File: src/common/pif_defines.svh
// Register map, field positions and reset values of the peripheral interrupt flag block
`ifndef PIF_DEFINES_SVH
`define PIF_DEFINES_SVH

`define PIF_OFF_FLAGS      8'h0c
`define PIF_OFF_ENABLES    8'h8c
`define PIF_OFF_IRQ_STATUS 8'h90
`define PIF_OFF_IRQ_ENABLE 8'h94
`define PIF_OFF_IRQ_CLEAR  8'h98
`define PIF_OFF_CORE_CTRL  8'h9c

`define PIF_BIT_TIMER_A    0
`define PIF_BIT_TIMER_B    1
`define PIF_BIT_CAPCMP     2
`define PIF_BIT_SYNC_SER   3
`define PIF_BIT_TX_EMPTY   4
`define PIF_BIT_RX_FULL    5
`define PIF_BIT_PERIPH_EN  6
`define PIF_BIT_GLOBAL_EN  7

`define PIF_SW_CLR_MASK    8'h0f
`define PIF_RESV_MASK      8'hc0
`define PIF_SERIAL_MASK    8'h30
`define PIF_REG_RESET      8'h00
`define PIF_RESP_OKAY      2'b00
`define PIF_RESP_SLVERR    2'b10

`endif

File: src/common/pif_pkg.sv
// Types shared by the peripheral interrupt flag block
package pif_pkg;
	typedef logic [7:0] pif_reg8_t;
endpackage

File: src/verilog/pif_periph_irq.sv
// Peripheral interrupt flags, enables, core gating and AXI4-Lite register slave
`timescale 1ns/1ps
`include "pif_defines.svh"

module pif_periph_irq (
	// Clock and reset
	input  wire logic        i_core_clk,
	input  wire logic        i_resetn,
	// AXI4-Lite write address
	input  wire logic [7:0]  i_awaddr,
	input  wire logic        i_awvalid,
	output logic             o_awready,
	// AXI4-Lite write data
	input  wire logic [31:0] i_wdata,
	input  wire logic [3:0]  i_wstrb,
	input  wire logic        i_wvalid,
	output logic             o_wready,
	// AXI4-Lite write response
	output logic [1:0]       o_bresp,
	output logic             o_bvalid,
	input  wire logic        i_bready,
	// AXI4-Lite read address
	input  wire logic [7:0]  i_araddr,
	input  wire logic        i_arvalid,
	output logic             o_arready,
	// AXI4-Lite read data
	output logic [31:0]      o_rdata,
	output logic [1:0]       o_rresp,
	output logic             o_rvalid,
	input  wire logic        i_rready,
	// Peripheral events, one-cycle pulses
	input  wire logic        i_timer_a_ovf,
	input  wire logic        i_timer_b_match,
	input  wire logic        i_capcmp_event,
	input  wire logic        i_sync_serial_done,
	// Serial unit buffer state and data register accesses
	input  wire logic        i_serial_rx_full,
	input  wire logic        i_serial_tx_empty,
	input  wire logic        i_serial_rx_data_rd,
	input  wire logic        i_serial_tx_data_wr,
	// Interrupt outputs
	output logic             o_periph_irq,
	output logic             o_evt_irq
);

	// ****************************************************************
	// Bus slave
	// ****************************************************************
	logic               aw_held_ff;
	logic [7:0]         awaddr_ff;
	logic               w_held_ff;
	logic [31:0]        wdata_ff;
	logic [3:0]         wstrb_ff;
	logic               awready_ff;
	logic               wready_ff;
	logic               bvalid_ff;
	logic [1:0]         bresp_ff;
	logic               arready_ff;
	logic               rvalid_ff;
	logic [31:0]        rdata_ff;
	logic [1:0]         rresp_ff;
	logic               wr_fire;
	logic               rd_fire;
	logic               wr_lane0;
	logic               wr_flags;
	logic               wr_enables;
	logic               wr_core_ctrl;
	logic               wr_evt_enable;
	logic               wr_evt_clear;

	pif_pkg::pif_reg8_t flags_ff;
	pif_pkg::pif_reg8_t nxt_flags;
	pif_pkg::pif_reg8_t enables_q;
	pif_pkg::pif_reg8_t core_ctrl_q;
	pif_pkg::pif_reg8_t evt_status_ff;
	pif_pkg::pif_reg8_t evt_enable_ff;
	pif_pkg::pif_reg8_t evt_set;
	pif_pkg::pif_reg8_t wr_byte;
	logic               periph_irq_ff;
	logic               evt_irq_ff;
	logic               rf_we;
	logic               rf_sel;
	pif_pkg::pif_reg8_t rf_wdata;

	function automatic logic addr_known(input logic [7:0] addr);
		addr_known = (addr == `PIF_OFF_FLAGS) || (addr == `PIF_OFF_ENABLES) ||
			(addr == `PIF_OFF_IRQ_STATUS) || (addr == `PIF_OFF_IRQ_ENABLE) ||
			(addr == `PIF_OFF_IRQ_CLEAR) || (addr == `PIF_OFF_CORE_CTRL);
	endfunction

	// Both halves held and no response pending: the write takes effect now
	assign wr_fire  = aw_held_ff && w_held_ff && !bvalid_ff;
	assign wr_lane0 = wr_fire && wstrb_ff[0];
	assign wr_byte  = wdata_ff[7:0];
	assign rd_fire  = i_arvalid && arready_ff;

	// One write strobe per register except the read-only status register, each qualified by byte lane 0
	assign wr_flags      = wr_lane0 && (awaddr_ff == `PIF_OFF_FLAGS);
	assign wr_enables    = wr_lane0 && (awaddr_ff == `PIF_OFF_ENABLES);
	assign wr_core_ctrl  = wr_lane0 && (awaddr_ff == `PIF_OFF_CORE_CTRL);
	assign wr_evt_enable = wr_lane0 && (awaddr_ff == `PIF_OFF_IRQ_ENABLE);
	assign wr_evt_clear  = wr_lane0 && (awaddr_ff == `PIF_OFF_IRQ_CLEAR);

	always_ff @(posedge i_core_clk or negedge i_resetn) begin
		if (!i_resetn) begin
			aw_held_ff <= 1'b0;
			awaddr_ff  <= 8'h00;
			awready_ff <= 1'b0;
		end else begin
			// Ready toggles while idle: a lingering valid is never taken twice,
			// at the cost of up to one cycle of extra latency
			awready_ff <= !aw_held_ff && !awready_ff;
			if (i_awvalid && awready_ff) begin
				aw_held_ff <= 1'b1;
				awaddr_ff  <= i_awaddr;
				awready_ff <= 1'b0;
			end else if (wr_fire) begin
				aw_held_ff <= 1'b0;
			end
		end
	end

	always_ff @(posedge i_core_clk or negedge i_resetn) begin
		if (!i_resetn) begin
			w_held_ff <= 1'b0;
			wdata_ff  <= 32'h0000_0000;
			wstrb_ff  <= 4'h0;
			wready_ff <= 1'b0;
		end else begin
			wready_ff <= !w_held_ff && !wready_ff;
			if (i_wvalid && wready_ff) begin
				w_held_ff <= 1'b1;
				wdata_ff  <= i_wdata;
				wstrb_ff  <= i_wstrb;
				wready_ff <= 1'b0;
			end else if (wr_fire) begin
				w_held_ff <= 1'b0;
			end
		end
	end

	always_ff @(posedge i_core_clk or negedge i_resetn) begin
		if (!i_resetn) begin
			bvalid_ff <= 1'b0;
			bresp_ff  <= `PIF_RESP_OKAY;
		end else if (wr_fire) begin
			bvalid_ff <= 1'b1;
			bresp_ff  <= addr_known(awaddr_ff) ? `PIF_RESP_OKAY : `PIF_RESP_SLVERR;
		end else if (i_bready && bvalid_ff) begin
			bvalid_ff <= 1'b0;
		end
	end

	always_ff @(posedge i_core_clk or negedge i_resetn) begin
		if (!i_resetn) begin
			arready_ff <= 1'b0;
			rvalid_ff  <= 1'b0;
			rdata_ff   <= 32'h0000_0000;
			rresp_ff   <= `PIF_RESP_OKAY;
		end else begin
			// Read data are captured at the address handshake, never later
			arready_ff <= !rvalid_ff && !arready_ff;
			if (rd_fire) begin
				arready_ff <= 1'b0;
				rvalid_ff  <= 1'b1;
				rresp_ff   <= addr_known(i_araddr) ? `PIF_RESP_OKAY : `PIF_RESP_SLVERR;
				case (i_araddr)
					`PIF_OFF_FLAGS:      rdata_ff <= {24'h000000, flags_ff};
					`PIF_OFF_ENABLES:    rdata_ff <= {24'h000000, enables_q};
					`PIF_OFF_IRQ_STATUS: rdata_ff <= {24'h000000, evt_status_ff};
					`PIF_OFF_IRQ_ENABLE: rdata_ff <= {24'h000000, evt_enable_ff};
					`PIF_OFF_CORE_CTRL:  rdata_ff <= {24'h000000, core_ctrl_q};
					default:             rdata_ff <= 32'h0000_0000;
				endcase
			end else if (i_rready && rvalid_ff) begin
				rvalid_ff <= 1'b0;
			end
		end
	end

	// ****************************************************************
	// Enable and core control storage
	// ****************************************************************
	// Serial enable positions are always written as zero, so they cannot read back
	always_comb begin
		rf_we    = wr_enables || wr_core_ctrl;
		rf_sel   = (awaddr_ff == `PIF_OFF_CORE_CTRL);
		rf_wdata = rf_sel ? wr_byte : (wr_byte & ~`PIF_SERIAL_MASK);
	end

	pif_regfile #(
		.WIDTH (8)
	) u_regfile (
		.i_core_clk (i_core_clk),
		.i_resetn   (i_resetn),
		.i_we       (rf_we),
		.i_sel      (rf_sel),
		.i_wdata    (rf_wdata),
		.o_q0       (enables_q),
		.o_q1       (core_ctrl_q)
	);

	// ****************************************************************
	// Event flags
	// ****************************************************************
	always_comb begin
		nxt_flags = flags_ff;
		// Software write loads only the four software-owned flags from the written byte; serial bits are read-only
		if (wr_flags)
			nxt_flags = (flags_ff & ~`PIF_SW_CLR_MASK) | (wr_byte & `PIF_SW_CLR_MASK);
		if (i_sync_serial_done)
			nxt_flags[`PIF_BIT_SYNC_SER] = 1'b1;
		if (i_capcmp_event)
			nxt_flags[`PIF_BIT_CAPCMP] = 1'b1;
		if (i_timer_b_match)
			nxt_flags[`PIF_BIT_TIMER_B] = 1'b1;
		if (i_timer_a_ovf)
			nxt_flags[`PIF_BIT_TIMER_A] = 1'b1;
		nxt_flags[`PIF_BIT_RX_FULL] = i_serial_rx_full && !i_serial_rx_data_rd;
		nxt_flags[`PIF_BIT_TX_EMPTY] = i_serial_tx_empty && !i_serial_tx_data_wr;
		nxt_flags = nxt_flags & ~`PIF_RESV_MASK;
	end

	always_ff @(posedge i_core_clk or negedge i_resetn) begin
		if (!i_resetn)
			flags_ff <= `PIF_REG_RESET;
		else
			flags_ff <= nxt_flags;
	end

	// ****************************************************************
	// Core interrupt request
	// ****************************************************************
	// Peripheral enable and global enable gate
	always_ff @(posedge i_core_clk or negedge i_resetn) begin
		if (!i_resetn)
			periph_irq_ff <= 1'b0;
		else
			periph_irq_ff <= (|(flags_ff & enables_q)) &&
				core_ctrl_q[`PIF_BIT_PERIPH_EN] && core_ctrl_q[`PIF_BIT_GLOBAL_EN];
	end

	// ****************************************************************
	// Event interrupt status
	// ****************************************************************
	// Rising edge of a flag marks an event; set beats a simultaneous clear
	assign evt_set = nxt_flags & ~flags_ff;

	always_ff @(posedge i_core_clk or negedge i_resetn) begin
		if (!i_resetn) begin
			evt_status_ff <= `PIF_REG_RESET;
		end else if (wr_evt_clear) begin
			evt_status_ff <= (evt_status_ff & ~wr_byte) | evt_set;
		end else begin
			evt_status_ff <= evt_status_ff | evt_set;
		end
	end

	always_ff @(posedge i_core_clk or negedge i_resetn) begin
		if (!i_resetn)
			evt_enable_ff <= `PIF_REG_RESET;
		else if (wr_evt_enable)
			evt_enable_ff <= wr_byte & ~`PIF_RESV_MASK;
	end

	always_ff @(posedge i_core_clk or negedge i_resetn) begin
		if (!i_resetn)
			evt_irq_ff <= 1'b0;
		else
			evt_irq_ff <= |(evt_status_ff & evt_enable_ff);
	end

	assign o_awready    = awready_ff;
	assign o_wready     = wready_ff;
	assign o_bvalid     = bvalid_ff;
	assign o_bresp      = bresp_ff;
	assign o_arready    = arready_ff;
	assign o_rvalid     = rvalid_ff;
	assign o_rdata      = rdata_ff;
	assign o_rresp      = rresp_ff;
	assign o_periph_irq = periph_irq_ff;
	assign o_evt_irq    = evt_irq_ff;

endmodule // pif_periph_irq

File: src/verilog/pif_regfile.sv
// Byte-wide storage for the software-visible enable and core control registers
`timescale 1ns/1ps
`include "pif_defines.svh"

module pif_regfile #(
	parameter int WIDTH = 8
) (
	// Clock and reset
	input  wire logic             i_core_clk,
	input  wire logic             i_resetn,
	// Write port
	input  wire logic             i_we,
	input  wire logic             i_sel,
	input  wire logic [WIDTH-1:0] i_wdata,
	// Read port
	output logic      [WIDTH-1:0] o_q0,
	output logic      [WIDTH-1:0] o_q1
);

	logic [WIDTH-1:0] word0_ff;
	logic [WIDTH-1:0] word1_ff;

	always_ff @(posedge i_core_clk or negedge i_resetn) begin
		if (!i_resetn) begin
			word0_ff <= '0;
			word1_ff <= '0;
		end else if (i_we) begin
			if (i_sel)
				word1_ff <= i_wdata;
			else
				word0_ff <= i_wdata;
		end
	end

	assign o_q0 = word0_ff;
	assign o_q1 = word1_ff;

endmodule // pif_regfile
File: config.mk
export PLATFORM = sky130hd
export DESIGN_NAME = pif_periph_irq
export DESIGN_NICKNAME = d
export VERILOG_FILES = /design/src/common/pif_pkg.sv /design/src/verilog/pif_periph_irq.sv /design/src/verilog/pif_regfile.sv
export VERILOG_INCLUDE_DIRS = /design/src /design/src/common
export SDC_FILE = /design/constraint.sdc
export NUM_CORES = 1
export LEC_CHECK = 0
export BUFFER_PORTS_ARGS = -buffer_cell sky130_fd_sc_hd__buf_4
export CORE_MARGIN = 2
export CORE_UTILIZATION = 51
export DETAILED_ROUTE_END_ITERATION = 7
export GPL_ROUTABILITY_DRIVEN = 0
export GPL_TIMING_DRIVEN = 0
export PLACE_DENSITY = 0.91
export SYNTH_ARGS = -nofsm -noshare
export SYNTH_HDL_FRONTEND = slang
export SYNTH_SLANG_ARGS = --single-unit
File: constraint.sdc
create_clock -name i_core_clk -period 2.6 [get_ports i_core_clk]
set_input_delay 0.13 -clock i_core_clk [delete_from_list [all_inputs] [get_ports i_core_clk]]
set_output_delay 0.13 -clock i_core_clk [all_outputs]
set_load 0.02 [all_outputs]
# Yosys cells after proc, flatten, opt, wreduce, memory -nomap -nowiden
# Cells that the tools add are included.
[totals]
reg_bits = 98
input_bits = 67
output_inout_bits = 43
wordCells = 110
[op_classes]
n_eq_ne = 12
n_mux = 20
n_bitwise = 10
n_reduce_logical = 48
[op_table]
columns = ["cell", "count"]
rows = [
  ["== test 8 bit (second input constant)", 10],
  ["one-hot mux 8 bit (5 select lines)", 1],
  ["logical AND 1 bit", 20],
  ["AND 6 x 8 -> 8 bit", 2],
  ["== test 8 x 4 -> 1 bit (second input constant)", 2],
  ["OR 8 bit", 2],
  ["OR reduction 8 bit", 2],
  ["2-to-1 mux 1 bit", 14],
  ["logical OR 1 bit", 11],
  ["logical NOT 1 bit", 9],
  ["AND 8 x 6 -> 8 bit", 1],
  ["AND 8 bit", 1],
  ["2-to-1 mux 8 bit", 1],
  ["inverter 6 -> 8 bit", 1],
  ["inverter 8 bit", 1],
  ["nonzero test 2 bit", 4],
  ["2-to-1 mux 6 bit", 1],
  ["2-to-1 mux 2 bit", 2],
  ["2-to-1 mux 4 bit", 1],
  ["OR 1 x 4 -> 4 bit (first input constant)", 1],
  ["AND reduction 2 bit", 2],
  ["inverter 1 bit", 1],
]

# Depth between registers and ports, before layout
# Gate-level depths: netlist of run 1.
[depth]
word_depth = 9
mapped_depth = 5

# Hierarchy
# Synthesis of run 1 repeated with hierarchy kept, for this count alone.
[hier_totals]
hier_cells = 282
hier_area_um2 = 3447.1
[by_module_without_submodules]
columns = ["mod", "n_inst", "cells_per_inst", "area_per_inst_um2"]
rows = [
  ["pif_periph_irq", 1, 247, 2805.2],
  ["pif_regfile", 1, 35, 641.9],
]

# Least setup slack after synthesis of run 1
# Ideal clock, no wire load.
[synth_path]
path_type = "register to register"
from = "register awaddr_ff[1]"
to = "register u_regfile.word1_ff[0] (netlist: u_regfile.o_q1[0])"
setup_time_ns = 0.125
t_arrival_ns = 1.879
required_ns = 2.475
setup_slack_ns = 0.596
stages_incl_launch_ff = 5
path_buffers = 1
synth_period_minus_slack_ns = 2.004
cell_sequence = "dfrtp_1 > or4_4 > buf_6 > nor4_4 > mux2_2"
[synth_between]
elab_chain_len = 4
[synth_rtl]
columns = ["element", "line_no", "rtl"]
rows = [
  ["start: declaration", "pif_periph_irq.sv:50", "logic [7:0] awaddr_ff;"],
  ["start signal: assignment", "pif_periph_irq.sv:115", "awaddr_ff <= i_awaddr;"],
  ["== test 8 bit (no line)", "n/a", ""],
  ["logical AND 1 bit (on tied branches)", "pif_periph_irq.sv:99, pif_periph_irq.sv:100", ""],
  ["logical OR 1 bit", "pif_periph_irq.sv:186", "rf_we = wr_enables || wr_core_ctrl;"],
  ["AND reduction 2 bit (no line) (*)", "n/a", ""],
  ["end signal: assignment", "pif_regfile.sv:29", "word1_ff <= i_wdata;"],
  ["end: declaration", "pif_regfile.sv:21", "logic [WIDTH-1:0] word1_ff;"],
]
# Mark *: on every way between the ends. The rest lies on a longest branch, timed or not.
# A chain may end at the register's enable or synchronous reset.

# Final worst setup path of run 1
[layout_path]
from = "register awaddr_ff[1]"
to = "register u_regfile.word0_ff[1] (netlist: u_regfile.o_q0[1])"
[layout_between]
elab_chain_len = 4
[layout_rtl]
columns = ["element", "line_no", "rtl"]
rows = [
  ["== test 8 bit (no line)", "n/a", ""],
  ["logical AND 1 bit (on tied branches)", "pif_periph_irq.sv:99, pif_periph_irq.sv:100", ""],
  ["logical OR 1 bit", "pif_periph_irq.sv:186", ""],
  ["AND reduction 2 bit (no line) (*)", "n/a", ""],
  ["end signal: assignment", "pif_regfile.sv:31", "word0_ff <= i_wdata;"],
  ["end: declaration", "pif_regfile.sv:20", "logic [WIDTH-1:0] word0_ff;"],
]
# Marks and branches as above.

==> impl_metrics.tcl, run 1 <==
set metrics [dict create \
    syn_area_um2 3440 \
    fin_hold_ws_ns 0.00977 \
    fin_skew_ns 0.00939 \
    ios 110 \
    setup_viol 0 \
    slew_headroom_pct 13.0 \
    diodes 0 \
    clk_pin_slew_ns 0.08 \
    grt_antenna_before_repair 0 \
    synth_top_family_by_area "multiplexers" \
    min_to "awaddr_ff[6]" \
    wire_per_inst_um 15.9 \
    status "complete, no violations" \
    fin_nets 455 \
    power.leakage_nw 2.14 \
    required_ns 2.83 \
    cts_sinks 72 \
    firstDrtPassIters 4 \
    clock.fmax_mhz 431 \
    top_layer_used "met4" \
    detailed_place_hpwl_um 5370 \
    cts_tree "done" \
    grt_util_all_layers_pct 21.5 \
    cp_cell_sequence "nor4_1 -> nand4_1 -> mux2_2" \
    combPwrFrac_pct 24.9 \
    vias 2567 \
    p_clk_share_pct 30.8 \
    vdd_ir_drop_max_mv 0.582 \
    switching_share_pct 31.2 \
    power_switching_mw 1.12 \
    cp-end-kind "register" \
    cts_root_buffer "clkbuf_8" \
    fin_tns_setup_ns 0 \
    reg2reg_depth 3 \
    cts_buffers 9 \
    power.total_mw 3.59 \
    via_per_inst 5.46 \
    hold_violations 0 \
    p_per_area_nw_per_um2 827 \
    syn_inst 292 \
    rsz0062_at_grt "false" \
    wl_met3_um 484 \
    slew_viol_final 0 \
    placed_area_um2 4040 \
    grt_max_degree 73 \
    synth_mux_area_share_pct 16.5 \
    synth_cell_types 37 \
    pre_cts_slack_ns 0.316 \
    clock_latency_ns 0.35 \
    synth-compound-area-share_pct 10.2 \
    cts_resized 0 \
    grt.overflow.total 0 \
    grt_pass1_vias 2527 \
    syn_area_per_cell_um2 11.8 \
    initial_utilization_pct 53.6 \
    crit_slowest_cell "nor4_1" \
    wl_met2_um 3740 \
    cp-start-kind "register" \
    synth_seq_cells 72 \
    die_x_um 86.1 \
    wl_met1_um 3110 \
    grt_first_pass_wirelength_um 12100 \
    core_region_area_um2 6420 \
    worstHoldPathType "input port to register" \
    cap_viol_max_count 0 \
    path_class "register to register" \
    cts-htree-levels 3 \
    ant_nets 0 \
    holdPathStages 2 \
    arrival_ns 2.55 \
    drt_wl_total_um 7480 \
    drt_iter0_markers 152 \
    worst_slew_pin_slew_ns 1.29 \
    worstReg2RegStart "awaddr_ff[1]" \
    cts_setup_buffers 0 \
    synthXorXnorAreaFrac_pct 0 \
    reg2reg_to "u_regfile.o_q0[1]" \
    period_share_pct 89.2 \
    final_area_um2 4350 \
    std_cell_rows 29 \
    yosys_warnings 0 \
    drc 0 \
    ys_seq_area_share_pct 52.4 \
    final_layout_size_suffix_gt1_share_pct 35.9 \
    port_buffers 55 \
    crit_fanout 8 \
    synth-adder-area-share_pct 0 \
    die-area_um2 7420 \
    cts_max_path_buffers 2 \
    post-route-min-period_ns 2.32 \
    rrSetupSlack_ns 0.28 \
    die_y_um 86.1 \
    seqPwrFrac_pct 44.3 \
    ctsHoldBuffers 5 \
    yosys.area_share.simple_pct 12.1 \
    internal_power_mw 2.47 \
    max_stage_delay_ns 0.76 \
    worstHoldStart "i_awaddr[6]" \
    area_growth_pct 26.4 \
    worst_slack_ns 0.281 \
]
-- power groups by stage --
stage / sequential (mW) / clock, mW / combinational (mW)
floorplan: 1.59 / 0 / 0.583
global placement: 1.59 / 0 / 0.847
detailed placement: 1.61 / 0 / 0.887
CTS: 1.59 / 1.12 / 0.900
global route: 1.63 / 1.18 / 0.980
finish: 1.59 / 1.11 / 0.895
-- logic make-up after synthesis --
group | after synthesis
and+or+nand+nor | 66
buffers and inverters | 51
DFF | 72
muxes | 52
other | 1
AOI/OAI and AO/OA | 50
-- Yosys cell counts (all sizes together) --
cell type	instances	area, um2
a21boi	2	15.0
a21oi	1	5.00
a22oi	6	45.0
a2bb2oi	4	35.0
a31oi	2	12.5
a41oi	4	35.0
and2	3	18.8
and3b	1	8.76
and4b	1	10.0
buf	31	223
clkbuf	4	15.0
conb	1	3.75
dfrtp	72	1800
inv	16	60.1
mux2	38	428
mux2i	14	140
nand2	19	71.3
nand2b	2	12.5
nand3	3	15.0
nand3b	7	52.6
nand4	5	31.3
nand4b	1	15.0
nor2	4	15.0
nor2b	7	43.8
nor4	10	92.6
nor4bb	2	20.0
o2111ai	1	8.76
o211ai	4	30.0
o21ai	14	70.1
o221ai	2	17.5
o22a	6	52.6
o22ai	4	25.0
or4	1	11.3
-- through the flow --
| step | util [%] | std cells |
|---|---|---|
| floorplan | - | 317 |
| global placement | 63.0 | 449 |
| detailed placement | 63.0 | 449 |
| CTS | 67.7 | 470 |
| global route | 67.7 | 470 |
| finish | 67.7 | 470 |
-- worst max-delay path by stage --
stage | startpoint | endpoint | slack [ns]
floorplan | awaddr_ff[1] | u_regfile.o_q1[0] | 0.60
global placement | awaddr_ff[1] | u_regfile.o_q1[6] | 0.38
detailed placement | awaddr_ff[1] | u_regfile.o_q1[5] | 0.32
CTS | awaddr_ff[1] | u_regfile.o_q1[5] | 0.30
global route | awaddr_ff[1] | u_regfile.o_q0[1] | 0.15
finish | awaddr_ff[1] | u_regfile.o_q0[1] | 0.28
-- placed cells by master, fill, tap and decap left out, types with 5 or more instances in the layout --
cell / n
nand4_1: 5
o21ai_0: 14
o22a_1: 6
mux2i_1: 14
dfrtp_1: 72
nand3b_1: 7
clkbuf_8: 11
mux2_2: 38
nor2b_1: 7
nor4_1: 8
inv_1: 16
dlygate4sd3_1: 5
a22oi_1: 6
nand2_1: 19
conb_1: 26
buf_4: 81
-- metal layers --
layer,track usage [%],up-vias
met4,10.1,0
li1,-,1203
met1,26.8,1249
met2,35.7,102
met3,4.52,13
met5,0,-
-- registers in the layout, indices dropped and copies added, names as in the netlist, 6 cells and up --
signal,flops
awaddr_ff,8
evt_enable_ff,6
evt_status_ff,8
flags_ff,6
o_rdata,8
u_regfile.o_q0,8
u_regfile.o_q1,8
wdata_ff,8
-- final cells by class --
type,count,area (um2)
fillers,488,2070
flip-flops and latches,72,1800
multi-input cells,194,1440
repair buffers,60,463
plain buffers,35,238
clock buffers,11,151
clock inverters,5,103
well taps,77,96.3
inverters,16,60.1
-- critical path, delay by kind of cell, from the launching register on --
| kind | cells | cell delay (ns) |
|---|---|---|
| mux | 1 | 0.45 |
| flops | 1 | 0.40 |
| simple gates | 2 | 1.36 |
No activity file was read; power rests on OpenSTA's default activity.
==> run 2: changes to the inputs <==
- CORE_MARGIN: 2 -> unset
- HOLD_SLACK_MARGIN: unset -> 0.06
==> run 2 against run 1 <==
  * Critical endpoint is now u_regfile.o_q1[7]
  * Highest routed layer unchanged
  * Worst setup slack improved by 0.064 ns
  * Critical path type unchanged
  * Die area decreased by 4.6%
  * Final cell count increased by 4.5%
  * The flow now finishes with violations (design-rule violations)
  * Via count increased by 1.9%
  * Largest cell class unchanged
  * Worst hold slack improved by 0.066 ns
==> impl_metrics.tcl, run 2 (synthesis gave the netlist of run 1 again) <==
set metrics [dict create \
    status "finished with violations" \
    violations "design-rule violations" \
    ant_nets 0 \
    via_per_inst 5.33 \
    p_per_area_nw_per_um2 751 \
    drt_iter0_markers 167 \
    die-area_um2 7080 \
    vdd_ir_drop_max_mv 0.767 \
    worst_slew_pin_slew_ns 1.21 \
    max_stage_delay_ns 0.64 \
    cts_tree "done" \
    worstHoldPathType "input port to register" \
    cp-end-kind "register" \
    final_cells 491 \
    rsz0062_at_grt "false" \
    hold_violations 0 \
    slew_headroom_pct 18.4 \
    crit_slowest_cell "nor4_4" \
    cap_viol_max_count 0 \
    critPathTopFamily "simple AND/OR/NAND/NOR gates" \
    std_cell_rows 29 \
    slew_viol_final 0 \
    setup_viol 0 \
    pre_cts_slack_ns 0.349 \
    drc 18 \
    port_buffers 55 \
    fin_util_pct 70.1 \
    drt_wl_total_um 7540 \
    final_cell_mix "buf_4, dfrtp_1, mux2_2" \
    final_layout_size_suffix_gt1_share_pct 34.1 \
    cts_sinks 72 \
    fin_nets 476 \
    die_y_um 84.1 \
    crit_fanout 9 \
    cts_resized 0 \
    vias 2617 \
    diodes 0 \
    ios 110 \
    core_region_area_um2 6420 \
    required_ns 2.82 \
    initial_utilization_pct 53.6 \
    clock.fmax_mhz 443 \
    grt_first_pass_wirelength_um 12500 \
    grt_pass1_vias 2554 \
    worst_slack_ns 0.345 \
    cp_cell_sequence "or4_4 -> buf_6 -> nor4_4 -> mux2_2" \
    firstDrtPassIters 7 \
    place_inst 449 \
    cts_max_path_buffers 2 \
    grt_antenna_before_repair 0 \
    cts_buffers 9 \
    grt_max_degree 73 \
    clk_pin_slew_ns 0.07 \
    period_share_pct 86.7 \
    crit_buf_inv 1 \
    fin_tns_setup_ns 0 \
    path_class "register to register" \
    layout_commonest_cell "buf_4" \
    grt.overflow.total 0 \
    cts_root_buffer "clkbuf_8" \
    power.leakage_nw 2.21 \
    grt_util_all_layers_pct 23.0 \
    post-route-min-period_ns 2.26 \
    cts-htree-levels 3 \
    fin_skew_ns 0.00865 \
    die_x_um 84.1 \
    area_growth_pct 30.8 \
    rrSetupSlack_ns 0.34 \
    detailed_place_hpwl_um 5160 \
    clock_latency_ns 0.34 \
    wire_per_inst_um 15.4 \
    cp-start-kind "register" \
    arrival_ns 2.48 \
    power.total_mw 3.38 \
]
[run 2: changes by cell type in the layout (fill, tap and decap cells not counted), sizes merged]
cell	before	now
clkinvlp	1	0
clkinv	1	5
dlygate4sd3	5	26
clkbuf	15	14
bufinv	3	1
[run 2: final cells by class]
cell class / instances / area (um2)
multi-input combinational: 194 / 1440
buffer: 35 / 238
clock buffer: 10 / 138
inverter: 16 / 60.1
clock inverter: 6 / 58.8
timing repair buffer: 81 / 673
sequential: 72 / 1800
fill: 470 / 1920
tap: 77 / 96.3
[run 2: what timing repair did]
item	4_1_cts	5_1_grt
endpoints found under the hold margin	97	0
hold buffers	26	0
buffers inserted	0	0
setup endpoints to repair	0	0
[run 2: final timing paths]
check                                      start           endpoint  cells past startpoint
worst max-delay path                awaddr_ff[1]  u_regfile.o_q1[7]                      4
worst min-delay path            i_serial_rx_full        flags_ff[5]                      2
worst max register to register      awaddr_ff[1]  u_regfile.o_q1[7]                      4
worst min register to register          o_rvalid          o_arready                      1
max in group asynchronous               i_resetn           o_bvalid                      2
min in group asynchronous               i_resetn        wdata_ff[6]                      2
[run 2: per-layer routing]
layer	global-route usage (%)	part of all wire, %	vias up
li1	-	-	1248
met1	29.4	44	1265
met2	38.8	50	98
met3	6.29	5.9	6
met4	6.11	0.93	0
met5	0	0	-
[run 2: stage by stage]
stage	cell area, um2	hold slack (ns)
after global routing	4500	0.0643
final	4500	0.0761
after detailed placement	4040	0.304
after global placement	4040	0.296
after floorplan	3530	-0.166
after CTS	4500	0.0614
[run 2: power by group]
part           switching (mW)  internal (mW)  total, mW
sequential              0.240           1.35       1.59
combinational           0.467          0.455      0.922
clock                   0.405          0.464      0.869
total                    1.11           2.27       3.38
==> run 3: changes to the inputs <==
- BUFFER_PORTS_ARGS: -buffer_cell sky130_fd_sc_hd__buf_4 -> -buffer_cell sky130_fd_sc_hd__buf_2
==> run 3 against run 2 <==
  * The run still ends with design-rule violations left
  * Via count up 1.5%
  * Combinational power down 4.7%
  * Design area down 1.6%
  * Clock-buffer cell count up 2
  * Non-clock buffer count up 2
  * First-iteration DRC count up 5.4%
  * Critical path depth down 1
  * Critical endpoint is now u_regfile.o_q0[6]
  * Final cell count up 0.41%
  * Utilization down 1.1 points
  * Clock power up 19%
==> impl_metrics.tcl, run 3 (synthesis gave the netlist of run 1 again) <==
set metrics [dict create \
    status "finished with violations" \
    violations "design-rule violations" \
    std_cell_rows 29 \
    fin_hold_ws_ns 0.189 \
    crit_slowest_cell "nor4_1" \
    critPathTopFamily "simple AND/OR/NAND/NOR gates" \
    rrSetupSlack_ns 0.32 \
    p_per_area_nw_per_um2 792 \
    worstHoldPathType "input port to register" \
    crit_fanout 8 \
    place_inst 449 \
    arrival_ns 2.50 \
    path_class "register to register" \
    cts_tree "done" \
    grt_util_all_layers_pct 23.6 \
    grt_pass1_vias 2622 \
    cts_setup_buffers 0 \
    ant_nets 0 \
    core_region_area_um2 6420 \
    drc 19 \
    clk_pin_slew_ns 0.07 \
    drt_iter0_markers 176 \
    worst_slew_pin_slew_ns 1.16 \
    required_ns 2.82 \
    grt_antenna_before_repair 0 \
    cts_sinks 72 \
    setup_viol 0 \
    layout_commonest_cell "dfrtp_1" \
    clock.fmax_mhz 438 \
    cts-htree-levels 3 \
    rsz0062_at_grt "false" \
    cap_viol_max_count 0 \
    period_share_pct 87.8 \
    fin_skew_ns 0.00591 \
    busiest_layer "met2" \
    cp-start-kind "register" \
    worst_slack_ns 0.318 \
    grt_first_pass_wirelength_um 12800 \
    clock_latency_ns 0.34 \
    vias 2655 \
    area_growth_pct 28.7 \
    final_cell_mix "dfrtp_1, buf_2, mux2_2" \
    final_layout_size_suffix_gt1_share_pct 33.9 \
    wire_per_inst_um 15.5 \
    vdd_ir_drop_max_mv 0.632 \
    grt_use_met3_pct 4.62 \
    grt_max_degree 73 \
    pre_cts_slack_ns 0.332 \
    power.total_mw 3.51 \
    cts_buffers 9 \
    initial_utilization_pct 53.6 \
    die-area_um2 7080 \
    drt_wl_total_um 7660 \
    cp-end-kind "register" \
    slew_viol_final 0 \
    die_x_um 84.1 \
    power.leakage_nw 2.19 \
    fin_nets 478 \
    worstReg2RegStart "awaddr_ff[1]" \
    cp_cell_sequence "nor4_1 -> nand4_1 -> mux2_2" \
    placed_area_um2 3910 \
    fin_util_pct 69.0 \
    cts_root_buffer "clkbuf_8" \
    cts_max_path_buffers 2 \
    grt.overflow.total 0 \
    ios 110 \
    detailed_place_hpwl_um 5310 \
    fin_tns_setup_ns 0 \
    firstDrtPassIters 7 \
    crit_buf_inv 0 \
    post-route-min-period_ns 2.28 \
    crit_start "awaddr_ff[1]" \
    hold_violations 0 \
    via_per_inst 5.39 \
    slew_headroom_pct 21.7 \
    met1_usage_pct 28.9 \
    die_y_um 84.1 \
    diodes 0 \
    port_buffers 55 \
    final_area_um2 4430 \
    worstHoldStart "i_araddr[7]" \
    use_met2_pct 40.7 \
    max_stage_delay_ns 0.72 \
    final_cells 493 \
]
run 3: power by group:
part / internal (mW) / leakage [nW] / switching [mW]
sequential: 1.35 / 0.895 / 0.248
clock: 0.619 / 0.115 / 0.412
combinational: 0.414 / 1.18 / 0.465
run 3: timing repair:
item	in CTS	in global routing
endpoints found under the hold margin	97	0
hold buffers	28	0
gates resized for setup	0	0
run 3: metal layers:
| layer | routed length [um] | vias to the layer above |
|---|---|---|
| met2 | 3780 | 110 |
| met5 | 0 | - |
| met1 | 3210 | 1272 |
| met3 | 470 | 23 |
| met4 | 207 | 0 |
| li1 | - | 1250 |
run 3: final timing paths:
path	to	cells past startpoint
min in group asynchronous	wdata_ff[4]	2
min	o_rresp[1]	4
min reg2reg	o_arready	1
max	u_regfile.o_q0[6]	3
max reg2reg	u_regfile.o_q0[6]	3
max in group asynchronous	o_rdata[5]	2
run 3: cell type report:
cell class	instances	area [um2]
flip-flops and latches	72	1800
repair buffers	83	558
clock buffers	12	165
fillers	468	1990
plain buffers	35	238
well taps	77	96.3
multi-input cells	194	1440
clock inverters	4	75.1
inverters	16	60.1
run 3: worst reg2reg max path: cells and delay by family (launching register included):
family | cells | cell delay, ns
muxes | 1 | 0.45
DFF | 1 | 0.40
and+or+nand+nor | 2 | 1.31
